$ cat src/vmc_pkg.sv
// vmc_pkg: offsets, field positions, reset values and types for the
// capability register bank.
// assumes: one 20 MHz clock, byte addresses on an 8-bit config offset.
package vmc_pkg;

  localparam int AW = 8;
  localparam int DW = 32;

  // register offsets
  localparam logic [AW-1:0] OFS_MSI_CTRL = 8'h4C;
  localparam logic [AW-1:0] OFS_MSI_UPPER = 8'h54;
  localparam logic [AW-1:0] OFS_MSI_DATA = 8'h58;
  localparam logic [AW-1:0] OFS_PD_CTRL = 8'h5C;
  localparam logic [AW-1:0] OFS_PD_DATA = 8'h60;
  localparam logic [AW-1:0] OFS_VEND = 8'h64;
  localparam logic [AW-1:0] OFS_LTC = 8'h68;
  localparam logic [AW-1:0] OFS_IRQ_STAT = 8'h80;
  localparam logic [AW-1:0] OFS_IRQ_MASK = 8'h84;

  // interrupt message fields
  localparam int MSI_64_BIT = 23;
  localparam logic MSI_64_CAP = 1'h1;
  localparam int MSI_DATA_W = 16;
  localparam logic [DW-1:0] MSI_UPPER_RST = 32'h00000000;
  localparam logic [MSI_DATA_W-1:0] MSI_DATA_RST = 16'h0000;

  // product data capability fields
  localparam logic [7:0] PD_CAP_ID = 8'h03;
  localparam logic [7:0] PD_NEXT = 8'h64;
  localparam int PD_ADDR_LSB = 18;
  localparam int PD_ADDR_W = 6;
  localparam int PD_WE_BIT = 30;
  localparam int PD_OP_BIT = 31;
  localparam logic [PD_ADDR_W-1:0] PD_ADDR_RST = 6'h00;
  localparam logic [DW-1:0] PD_DATA_RST = 32'h00000000;

  // vendor-specific capability fields
  localparam logic [7:0] VEND_ID = 8'h09;
  localparam logic [7:0] VEND_NEXT = 8'hB0;
  localparam logic [15:0] VEND_LEN = 16'h0034;

  // link test control fields
  localparam logic [DW-1:0] LTC_RST = 32'h04001060;
  localparam int LTC_ROLE_CHG = 1;
  localparam int LTC_NO_HOTRST = 2;
  localparam int LTC_DN_ROLE = 3;
  localparam int LTC_AL_LSB = 13;
  localparam int LTC_AL_W = 2;

  // interrupt status bits
  localparam int IRQ_W = 3;
  localparam int IRQ_DONE = 0;
  localparam int IRQ_REFUSED = 1;
  localparam int IRQ_AUTOLOAD = 2;
  localparam logic [IRQ_W-1:0] IRQ_MASK_RST = 3'h0;

  typedef struct packed {
    logic [AW-1:0] addr;
    logic [DW-1:0] wdata;
    logic wr;
    logic rd;
  } vmc_bus_s;

  typedef struct packed {
    logic req;
    logic write;
    logic [PD_ADDR_W-1:0] addr;
    logic [DW-1:0] wdata;
  } vmc_ee_req_s;

  typedef struct packed {
    logic done;
    logic [DW-1:0] rdata;
  } vmc_ee_rsp_s;

  typedef enum logic {ST_IDLE, ST_BUSY} vmc_state_e;

endpackage : vmc_pkg

$ cat src/vmc_regs.sv
// vmc_regs: interrupt message upper address and data, product data
// capability with its EEPROM table access, vendor capability header and
// link test control word, plus a small interrupt status/mask pair.
// assumes: bus, EEPROM controller, strap and link status on clk_sys.
//
// Summary of operation
// - upper address used only with 64-bit capability
// - control bit 23 reports 64-bit capable, one
// - product data header identifier reads 03h
// - product data next pointer reads 64h
// - six-bit DWORD address at 23:18, resets zero
// - write-enable bit 30 gates table writes
// - flag zero reads table, sets when done
// - flag one writes table, clears when done
// - data word returns last fetched entry
// - data word write supplies table write data
// - vendor header identifier reads 09h
// - vendor next pointer reads B0h
// - vendor length field at 31:16 is 34h
// - bit 1 allows link role change
// - bit 2 blocks hot reset propagation downstream
// - bit 3 picks downstream or upstream role
// - EEPROM autoload replaces bits 14:13
//
// Decided for this implementation: the strobed register port.
`timescale 1ns/10ps

module vmc_regs (
  input wire logic clk_sys, // system clock, 20 MHz
  input wire logic rstn, // async reset, active low
  input wire logic is_upstream, // port is the upstream port
  input wire vmc_pkg::vmc_bus_s bus, // register request
  output logic [vmc_pkg::DW-1:0] rdata, // read data, cycle after read
  output vmc_pkg::vmc_ee_req_s ee_req, // table access to EEPROM side
  input wire vmc_pkg::vmc_ee_rsp_s ee_rsp, // table access completion
  input wire logic al_valid, // autoload pulse for test bits
  input wire logic [vmc_pkg::LTC_AL_W-1:0] al_bits, // autoload value
  input wire logic link_down, // upstream link went down
  output logic [vmc_pkg::DW-1:0] msi_addr_hi, // upper interrupt address
  output logic [vmc_pkg::MSI_DATA_W-1:0] msi_data, // interrupt data
  output logic ltssm_role_change_en, // role change allowed
  output logic downstream_role_select, // role is downstream port
  output logic hot_reset_fwd, // propagate hot reset downstream
  output logic irq // level interrupt
);
  import vmc_pkg::*;

  logic [DW-1:0] msi_upper_reg;
  logic [MSI_DATA_W-1:0] msi_data_reg;
  logic [PD_ADDR_W-1:0] pd_addr_reg;
  logic pd_we_reg;
  logic pd_op_reg;
  logic [DW-1:0] pd_data_reg;
  logic [DW-1:0] ltc_reg;
  logic role_reg;
  logic [IRQ_W-1:0] irq_stat_reg;
  logic [IRQ_W-1:0] irq_mask_reg;
  logic [DW-1:0] rdata_reg;
  logic [DW-1:0] rdata_next;
  vmc_state_e state_reg;
  logic ee_req_reg;
  logic ee_write_reg;
  logic [PD_ADDR_W-1:0] ee_addr_reg;
  logic [DW-1:0] ee_wdata_reg;

  logic wr_msi_upper;
  logic wr_msi_data;
  logic wr_pd_ctrl;
  logic wr_pd_data;
  logic wr_ltc;
  logic wr_irq_mask;
  logic rd_irq_stat;
  logic op_write;
  logic op_allowed;
  logic op_start;
  logic op_refused;
  logic op_done;
  logic [IRQ_W-1:0] irq_event;

  // write decode; port role hides the other port's registers
  assign wr_msi_upper = bus.wr && !is_upstream && bus.addr == OFS_MSI_UPPER;
  assign wr_msi_data = bus.wr && !is_upstream && bus.addr == OFS_MSI_DATA;
  assign wr_pd_ctrl = bus.wr && is_upstream && bus.addr == OFS_PD_CTRL;
  assign wr_pd_data = bus.wr && is_upstream && bus.addr == OFS_PD_DATA;
  assign wr_ltc = bus.wr && bus.addr == OFS_LTC;
  assign wr_irq_mask = bus.wr && bus.addr == OFS_IRQ_MASK;
  assign rd_irq_stat = bus.rd && bus.addr == OFS_IRQ_STAT;

  // table access start: control writes while busy are dropped
  assign op_write = bus.wdata[PD_OP_BIT];
  assign op_allowed = !op_write || bus.wdata[PD_WE_BIT];
  assign op_start = wr_pd_ctrl && state_reg == ST_IDLE && op_allowed;
  assign op_refused = wr_pd_ctrl && state_reg == ST_IDLE && !op_allowed;
  assign op_done = state_reg == ST_BUSY && ee_rsp.done;

  // interrupt message registers
  always_ff @(posedge clk_sys or negedge rstn) begin
    if (!rstn) begin
      msi_upper_reg <= MSI_UPPER_RST;
    end else if (wr_msi_upper) begin
      msi_upper_reg <= bus.wdata;
    end
  end

  always_ff @(posedge clk_sys or negedge rstn) begin
    if (!rstn) begin
      msi_data_reg <= MSI_DATA_RST;
    end else if (wr_msi_data) begin
      msi_data_reg <= bus.wdata[MSI_DATA_W-1:0];
    end
  end

  // the upper half only reaches the message write on a 64-bit capability
  assign msi_addr_hi = MSI_64_CAP ? msi_upper_reg : '0;
  assign msi_data = msi_data_reg;

  // product data address and write enable, frozen during an access
  always_ff @(posedge clk_sys or negedge rstn) begin
    if (!rstn) begin
      pd_addr_reg <= PD_ADDR_RST;
      pd_we_reg <= 1'h0;
    end else if (wr_pd_ctrl && state_reg == ST_IDLE) begin
      pd_addr_reg <= bus.wdata[PD_ADDR_LSB +: PD_ADDR_W];
      pd_we_reg <= bus.wdata[PD_WE_BIT];
    end
  end

  // operation flag: holds the written sense, flips on completion
  always_ff @(posedge clk_sys or negedge rstn) begin
    if (!rstn) begin
      pd_op_reg <= 1'h0;
    end else if (op_start) begin
      pd_op_reg <= op_write;
    end else if (op_done) begin
      pd_op_reg <= !ee_write_reg;
    end
  end

  // data word: fetched value wins over a same-cycle software write
  always_ff @(posedge clk_sys or negedge rstn) begin
    if (!rstn) begin
      pd_data_reg <= PD_DATA_RST;
    end else if (op_done && !ee_write_reg) begin
      pd_data_reg <= ee_rsp.rdata;
    end else if (wr_pd_data) begin
      pd_data_reg <= bus.wdata;
    end
  end

  // table access sequencer
  always_ff @(posedge clk_sys or negedge rstn) begin
    if (!rstn) begin
      state_reg <= ST_IDLE;
    end else begin
      unique case (state_reg)
        ST_IDLE: begin
          if (op_start) begin
            state_reg <= ST_BUSY;
          end
        end
        ST_BUSY: begin
          if (ee_rsp.done) begin
            state_reg <= ST_IDLE;
          end
        end
      endcase
    end
  end

  // request to the EEPROM side, held until it reports done
  always_ff @(posedge clk_sys or negedge rstn) begin
    if (!rstn) begin
      ee_req_reg <= 1'h0;
      ee_write_reg <= 1'h0;
      ee_addr_reg <= PD_ADDR_RST;
      ee_wdata_reg <= PD_DATA_RST;
    end else if (op_start) begin
      ee_req_reg <= 1'h1;
      ee_write_reg <= op_write;
      ee_addr_reg <= bus.wdata[PD_ADDR_LSB +: PD_ADDR_W];
      ee_wdata_reg <= pd_data_reg;
    end else if (op_done) begin
      ee_req_reg <= 1'h0;
    end
  end

  assign ee_req.req = ee_req_reg;
  assign ee_req.write = ee_write_reg;
  assign ee_req.addr = ee_addr_reg;
  assign ee_req.wdata = ee_wdata_reg;

  // link test control: autoload of bits 14:13 wins over software
  always_ff @(posedge clk_sys or negedge rstn) begin
    if (!rstn) begin
      ltc_reg <= LTC_RST;
    end else begin
      if (wr_ltc) begin
        ltc_reg <= bus.wdata;
      end
      if (al_valid) begin
        ltc_reg[LTC_AL_LSB +: LTC_AL_W] <= al_bits;
      end
    end
  end

  // role follows the select bit only while changes are allowed
  always_ff @(posedge clk_sys or negedge rstn) begin
    if (!rstn) begin
      role_reg <= LTC_RST[LTC_DN_ROLE];
    end else if (ltc_reg[LTC_ROLE_CHG]) begin
      role_reg <= ltc_reg[LTC_DN_ROLE];
    end
  end

  assign ltssm_role_change_en = ltc_reg[LTC_ROLE_CHG];
  assign downstream_role_select = role_reg;

  // hot reset goes down only from the upstream port, unless blocked
  assign hot_reset_fwd = is_upstream && link_down && !ltc_reg[LTC_NO_HOTRST];

  // interrupt events
  assign irq_event[IRQ_DONE] = op_done;
  assign irq_event[IRQ_REFUSED] = op_refused;
  assign irq_event[IRQ_AUTOLOAD] = al_valid;

  // sticky status, cleared by reading it; a new event wins the clear
  for (genvar i = 0; i < IRQ_W; i++) begin : g_irq
    always_ff @(posedge clk_sys or negedge rstn) begin
      if (!rstn) begin
        irq_stat_reg[i] <= 1'h0;
      end else if (irq_event[i]) begin
        irq_stat_reg[i] <= 1'h1;
      end else if (rd_irq_stat) begin
        irq_stat_reg[i] <= 1'h0;
      end
    end
  end

  always_ff @(posedge clk_sys or negedge rstn) begin
    if (!rstn) begin
      irq_mask_reg <= IRQ_MASK_RST;
    end else if (wr_irq_mask) begin
      irq_mask_reg <= bus.wdata[IRQ_W-1:0];
    end
  end

  assign irq = |(irq_stat_reg & irq_mask_reg);

  // read mux; absent and reserved fields read as zero
  always_comb begin
    rdata_next = '0;
    unique case (bus.addr)
      OFS_MSI_CTRL: begin
        if (!is_upstream) begin
          rdata_next[MSI_64_BIT] = MSI_64_CAP;
        end
      end
      OFS_MSI_UPPER: begin
        if (!is_upstream) begin
          rdata_next = msi_upper_reg;
        end
      end
      OFS_MSI_DATA: begin
        if (!is_upstream) begin
          rdata_next[MSI_DATA_W-1:0] = msi_data_reg;
        end
      end
      OFS_PD_CTRL: begin
        if (is_upstream) begin
          rdata_next[7:0] = PD_CAP_ID;
          rdata_next[15:8] = PD_NEXT;
          rdata_next[PD_ADDR_LSB +: PD_ADDR_W] = pd_addr_reg;
          rdata_next[PD_WE_BIT] = pd_we_reg;
          rdata_next[PD_OP_BIT] = pd_op_reg;
        end
      end
      OFS_PD_DATA: begin
        if (is_upstream) begin
          rdata_next = pd_data_reg;
        end
      end
      OFS_VEND: begin
        rdata_next[7:0] = VEND_ID;
        rdata_next[15:8] = VEND_NEXT;
        rdata_next[31:16] = VEND_LEN;
      end
      OFS_LTC: begin
        rdata_next = ltc_reg;
      end
      OFS_IRQ_STAT: begin
        rdata_next[IRQ_W-1:0] = irq_stat_reg;
      end
      OFS_IRQ_MASK: begin
        rdata_next[IRQ_W-1:0] = irq_mask_reg;
      end
      default: begin
        rdata_next = '0;
      end
    endcase
  end

  // read data stands only in the cycle after the read strobe
  always_ff @(posedge clk_sys or negedge rstn) begin
    if (!rstn) begin
      rdata_reg <= '0;
    end else if (bus.rd) begin
      rdata_reg <= rdata_next;
    end else begin
      rdata_reg <= '0;
    end
  end

  assign rdata = rdata_reg;

endmodule : vmc_regs

$ cat config.mk
export PLATFORM = sky130hd
export DESIGN_NAME = vmc_regs
export DESIGN_NICKNAME = d
export VERILOG_FILES = /design/src/vmc_pkg.sv /design/src/vmc_regs.sv
export SDC_FILE = /design/constraint.sdc
export NUM_CORES = 1
export LEC_CHECK = 0
export BUFFER_PORTS_ARGS = -buffer_cell sky130_fd_sc_hd__buf_2
export CORE_MARGIN = 2
export CORE_UTILIZATION = 45
export DETAILED_ROUTE_END_ITERATION = 7
export PLACE_DENSITY_LB_ADDON = 0.1
export SLEW_MARGIN = 5
export SYNTH_ARGS = -nofsm -noshare
export SYNTH_HDL_FRONTEND = slang
export SYNTH_SLANG_ARGS = --single-unit
$ cat constraint.sdc
create_clock -name clk_sys -period 2.3 [get_ports clk_sys]
set_input_delay 0.23 -clock clk_sys [delete_from_list [all_inputs] [get_ports clk_sys]]
set_output_delay 0.23 -clock clk_sys [all_outputs]
set_load 0.03 [all_outputs]
* Word level (Yosys, flattened, before mapping)
Cells that the tools add are included.
** Storage, ports and cells
- Flip-flop bits (word level) :: 200
- Logic and storage cells :: 89
** Operators by class
- Bitwise gates (word level) :: 2
- Multiplexer cells :: 30
- Reductions and logical operators :: 29
- Equal/unequal tests :: 9
** Operators by type and width (number)
- $mux 32 :: 5
- $pmux 13 s6 :: 1
- $eq 8x7->1 const B :: 7
- $mux 15 :: 2
- $pmux 5 s5 :: 1
- $pmux 3 s8 :: 1
- $pmux 6 s3 :: 1
- $eq 8x8->1 const B :: 2
- $logic_and 1x1->1 :: 16
- $mux 16 :: 1
- $reduce_bool 2->1 :: 6
- $mux 1 :: 11
- $pmux 2 s4 :: 1
- $mux 6 :: 1
- $pmux 2 s3 :: 1
- $logic_not 1->1 :: 5
- $pmux 1 s5 :: 1
- $mux 2 :: 2
- $and 3x3->3 :: 1
- $reduce_or 3->1 :: 1
- $pmux 1 s2 :: 1
- $logic_or 1x1->1 :: 1
- $not 1->1 :: 1

* Longest topological paths before layout
- Depth in word-level cells :: 6
- Depth in mapped cells :: 9
- Depth with buffers taken out :: 5

* Worst setup path after synthesis
Ideal clock, no wire load.
- Path kind :: input -> register
- Start :: in bus[41] in the netlist's numbering
- End :: reg ee_addr_reg[5]
- Setup slack :: 0.536 ns
- Library setup time :: 0.127 ns
- Path buffers :: 2
- Required time :: 2.173 ns
- Stages :: 7
- Arrival :: 1.637 ns
- Path through :: and4bb_1 and4_1 buf_2 nand3b_4 a21oi_4 buf_6 mux2_1
** On the way
- Word-level cells in the longest chain between the ends :: 4
** Ends and longest elaborated chain
- start, declared :: line vmc_regs.sv:32 : input wire vmc_pkg::vmc_bus_s bus,
- $eq 8x7->1 :: line vmc_regs.sv:83 : assign wr_pd_ctrl = bus.wr && is_upstream && bus.addr == OFS_PD_CTRL;
- $logic_and 1x1->1 :: line vmc_regs.sv:83
- $logic_and 1x1->1 (2 in a row) :: line vmc_regs.sv:92 : assign op_start = wr_pd_ctrl && state_reg == ST_IDLE && op_allowed;
- end signal, assigned :: line vmc_regs.sv:180 : ee_addr_reg <= bus.wdata[PD_ADDR_LSB +: PD_ADDR_W];
- end, declared :: line vmc_regs.sv:63 : logic [PD_ADDR_W-1:0] ee_addr_reg;
No other way between the ends.
A chain may end at the register's enable or synchronous reset.

* Worst setup path after layout
- Start :: reg irq_stat_reg[2]
- End :: out irq
** On the way
- Word-level cells in the longest chain between the ends :: 2
** Ends and longest elaborated chain
- start, declared :: line vmc_regs.sv:56 : logic [IRQ_W-1:0] irq_stat_reg;
- start signal, assigned by index :: line vmc_regs.sv:230 : irq_stat_reg[i] <= 1'h0;
- start signal, assigned by index :: line vmc_regs.sv:232 : irq_stat_reg[i] <= 1'h1;
- start signal, assigned by index :: line vmc_regs.sv:234 : irq_stat_reg[i] <= 1'h0;
- $and 3x3->3 :: line vmc_regs.sv:247 : assign irq = |(irq_stat_reg & irq_mask_reg);
- $reduce_or 3->1 :: line vmc_regs.sv:247
- end, declared :: line vmc_regs.sv:44 : output logic irq
No other way between the ends.

==> flow_summary.yaml <==
cells_and_area:
  finalNetCount: 1003
  final_common_cell: "buf_2"
  n_fill_cell: 1596
  syn_to_final_growth_pct: 23.0
  diodes: 0
  most-common-layout-cells: "buf_2 (204), dfrtp_1 (196), nand2_1 (109)"
  layout-drive-gt1-share: 0.391
synthesis:
  synth-compound-area-share: 0.112
  syn_area_per_cell_um2: 12.1
  syn_inst: 718
  synth_area_mm2: 0.00867
  syn_nets: 800
  synth_top_family_by_area: "multiplexers"
  yosys_warnings: 0
  ys_ff_latch: 200
  synthAdderAreaFrac: 0
  synthXorXnorAreaFrac: 0
  synth-simple-area-share: 0.112
  synth.area.mux_share: 0.158
  seq_area_frac_synth: 0.578
  yosysUniqueCellTypes: 57
timing:
  slew_headroom: 0.518
  hold_viol: 0
  finalSetupTns_ns: 0
  clock_skew_ns: 0.0153
  fin_crit_ns: 1.81
  setup_violations: 0
  tightest_slew_ns: 0.722
  maxSlewViolCount: 0
  max_freq_mhz: 554
  rsz0062_at_grt: "false"
  period_share: 0.785
clocking:
  clk_path_buf_depth: 2
  cts_tree: "built"
  cts.clk_slew.worst_paths_ns: 0.07
  cts_setup_buffers: 0
  cts_max_level: 4
  clock_latency_ns: 0.44
  cts_resized: 0
  cts.sinks: 200
  root_buffer: "clkbuf_16"
  cts_made_buffers: 17
global_routing:
  grt_pass1_vias: 6915
  overflow: 0
  grt_antenna_before_repair: 1
  grt_usage: 0.257
  grt_max_degree: 72
  grt_pass1_wl_mm: 39.7
worst_hold_path:
  min_to: "ltc_reg[14]$_DFFE_PN0P_"
  hold_start: "al_bits[1]"
  hold_class: "input port to flip-flop"
  whs_path_depth: 3
pwr:
  pwr-share-seq: 0.503
  power.leakage_uw: 0.00562
  pwr_density_cell_mw_per_mm2: 690
  switching_share: 0.244
  clockPowerShare: 0.431
  p_int_uw: 5570
  ir_drop_uv: 518
  power_uw: 7370
  p_sw_uw: 1800
  comb_power_share: 0.067
route:
  routed_wl_mm: 25.6
  vias: 6789
  drt_iter0_drc: 563
  viasPerCell: 5.69
  drt_pass1_iterations: 7
  wl_per_cell_um: 21.5
  drt.antenna.violating_nets: 0
  drc: 0
outcome:
  status: "complete, no violations"
worst_setup_path:
  r2r-end: "pd_data_reg[14]$_DFFE_PN0P_"
  r2r_slack_ns: 0.60
  r2r-start: "state_reg$_DFF_PN0_"
  worst-setup-path-type: "flip-flop to output port"
  cp.arrival_ns: 1.58
  cp.required_ns: 2.07
  crit_path_start_kind: "flip-flop"
  worst-r2r-cell-count: 5
  crit_path_max_fanout: 3
  end_kind: "output port"
floorplan:
  die_h_um: 143
  io-pin-count: 206
  fp.coreArea_mm2: 0.0188
  initial_core_util: 0.461
  die_area_mm2: 0.0204
  rows: 50
  die_w_um: 143
place:
  io_buffers: 205
  place_congestion: 0.880
  hpwl_mm: 17.8
run:
  cap_viol_max_count: 0
-- power by group through the flow --
stage               clock (uW)  sequential, uW  combinational (uW)
CTS                       3210            3700                 496
finish                    3170            3700                 491
detailed placement           0            3770                 493
floorplan                    0            3800                 165
global placement             0            3760                 482
global route              3350            3710                 538
-- layout make-up --
class                   count  area (um^2)  area share
clock buffers              18          439      0.0412
clock inverters            14          183      0.0171
inverters                   4         15.0     0.00141
multi-input cells         462         3320       0.311
flip-flops and latches    200         5010       0.470
well taps                 260          325      0.0305
repair buffers            236         1380       0.130
-- metal layers --
layer,global-route usage,up-vias,part of all wire
met5,0,-,0.00051
met4,0.0771,2,0.014
met3,0.0449,29,0.065
met2,0.411,294,0.48
met1,0.361,3471,0.44
li1,-,2993,-
-- synth_stat cells (all sizes together) --
library cell,count,share of area
a32o,1,0.0012
a22o,17,0.017
a2bb2oi,2,0.0020
and2,9,0.0066
and3,2,0.0014
clkbuf,21,0.0091
o221ai,1,0.0010
a22oi,10,0.0087
and4bb,2,0.0029
a31o,2,0.0020
or2,2,0.0014
mux2,119,0.15
a21o,5,0.0043
nand2b,2,0.0014
nor3,1,0.00058
a222oi,19,0.022
nor3b,1,0.00087
a32oi,3,0.0030
o32ai,1,0.0010
nor4b,2,0.0038
dfrtp,196,0.57
mux2i,3,0.0035
nand3,2,0.0017
nand3b,2,0.0032
and4,1,0.0010
a221oi,5,0.0050
a31oi,37,0.027
or3b,1,0.0010
o21ai,8,0.0046
nor2b,3,0.0022
dfstp,4,0.012
a21oi,12,0.0082
inv,4,0.0017
nand4bb,1,0.0013
o32a,2,0.0023
and3b,2,0.0020
nand4,2,0.0014
buf,31,0.030
and2b,1,0.00087
nor2,63,0.027
nand2,112,0.050
o211ai,1,0.00087
o2bb2ai,2,0.0020
or4b,1,0.0012
-- logic make-up after synthesis --
group	Yosys count
buffers and inverters	56
flip-flops	200
AND/OR/NAND/NOR	212
AO/OA/AOI/OAI	128
multiplexers	122
-- critical path: stages (launching register included) --
cell and delay (ns):
dfrtp_1 0.41, a222oi_1 0.44, inv_1 0.09, buf_2 0.19
-- through the flow --
step	area, um^2	hold slack [ns]	std cells	util	setup WS [ns]
floorplan	8670	-0.0656	718	-	0.536
global placement	10000	0.286	1161	0.533	0.160
CTS	10700	0.0188	1194	0.567	0.448
finish	10700	0.0352	1194	0.567	0.493
global route	10700	0.0368	1194	0.567	0.420
detailed placement	10000	0.296	1161	0.533	0.0873
-- how the worst max path moves through the flow --
stage | startpoint | endpoint
finish | irq_stat_reg[2]$_DFFE_PN0P_ | irq
global route | irq_stat_reg[2]$_DFFE_PN0P_ | irq
CTS | irq_stat_reg[2]$_DFFE_PN0P_ | irq
floorplan | bus[41] | ee_addr_reg[5]$_DFFE_PN0P_
global placement | is_upstream | ee_wdata_reg[29]$_DFFE_PN0P_
detailed placement | is_upstream | ee_wdata_reg[22]$_DFFE_PN0P_
-- timing repair --
action	in CTS	in global routing
endpoints found under the setup margin	0	0
hold endpoints to repair	65	0
hold buffers	1	0
Power figures use the tool's default switching activity.
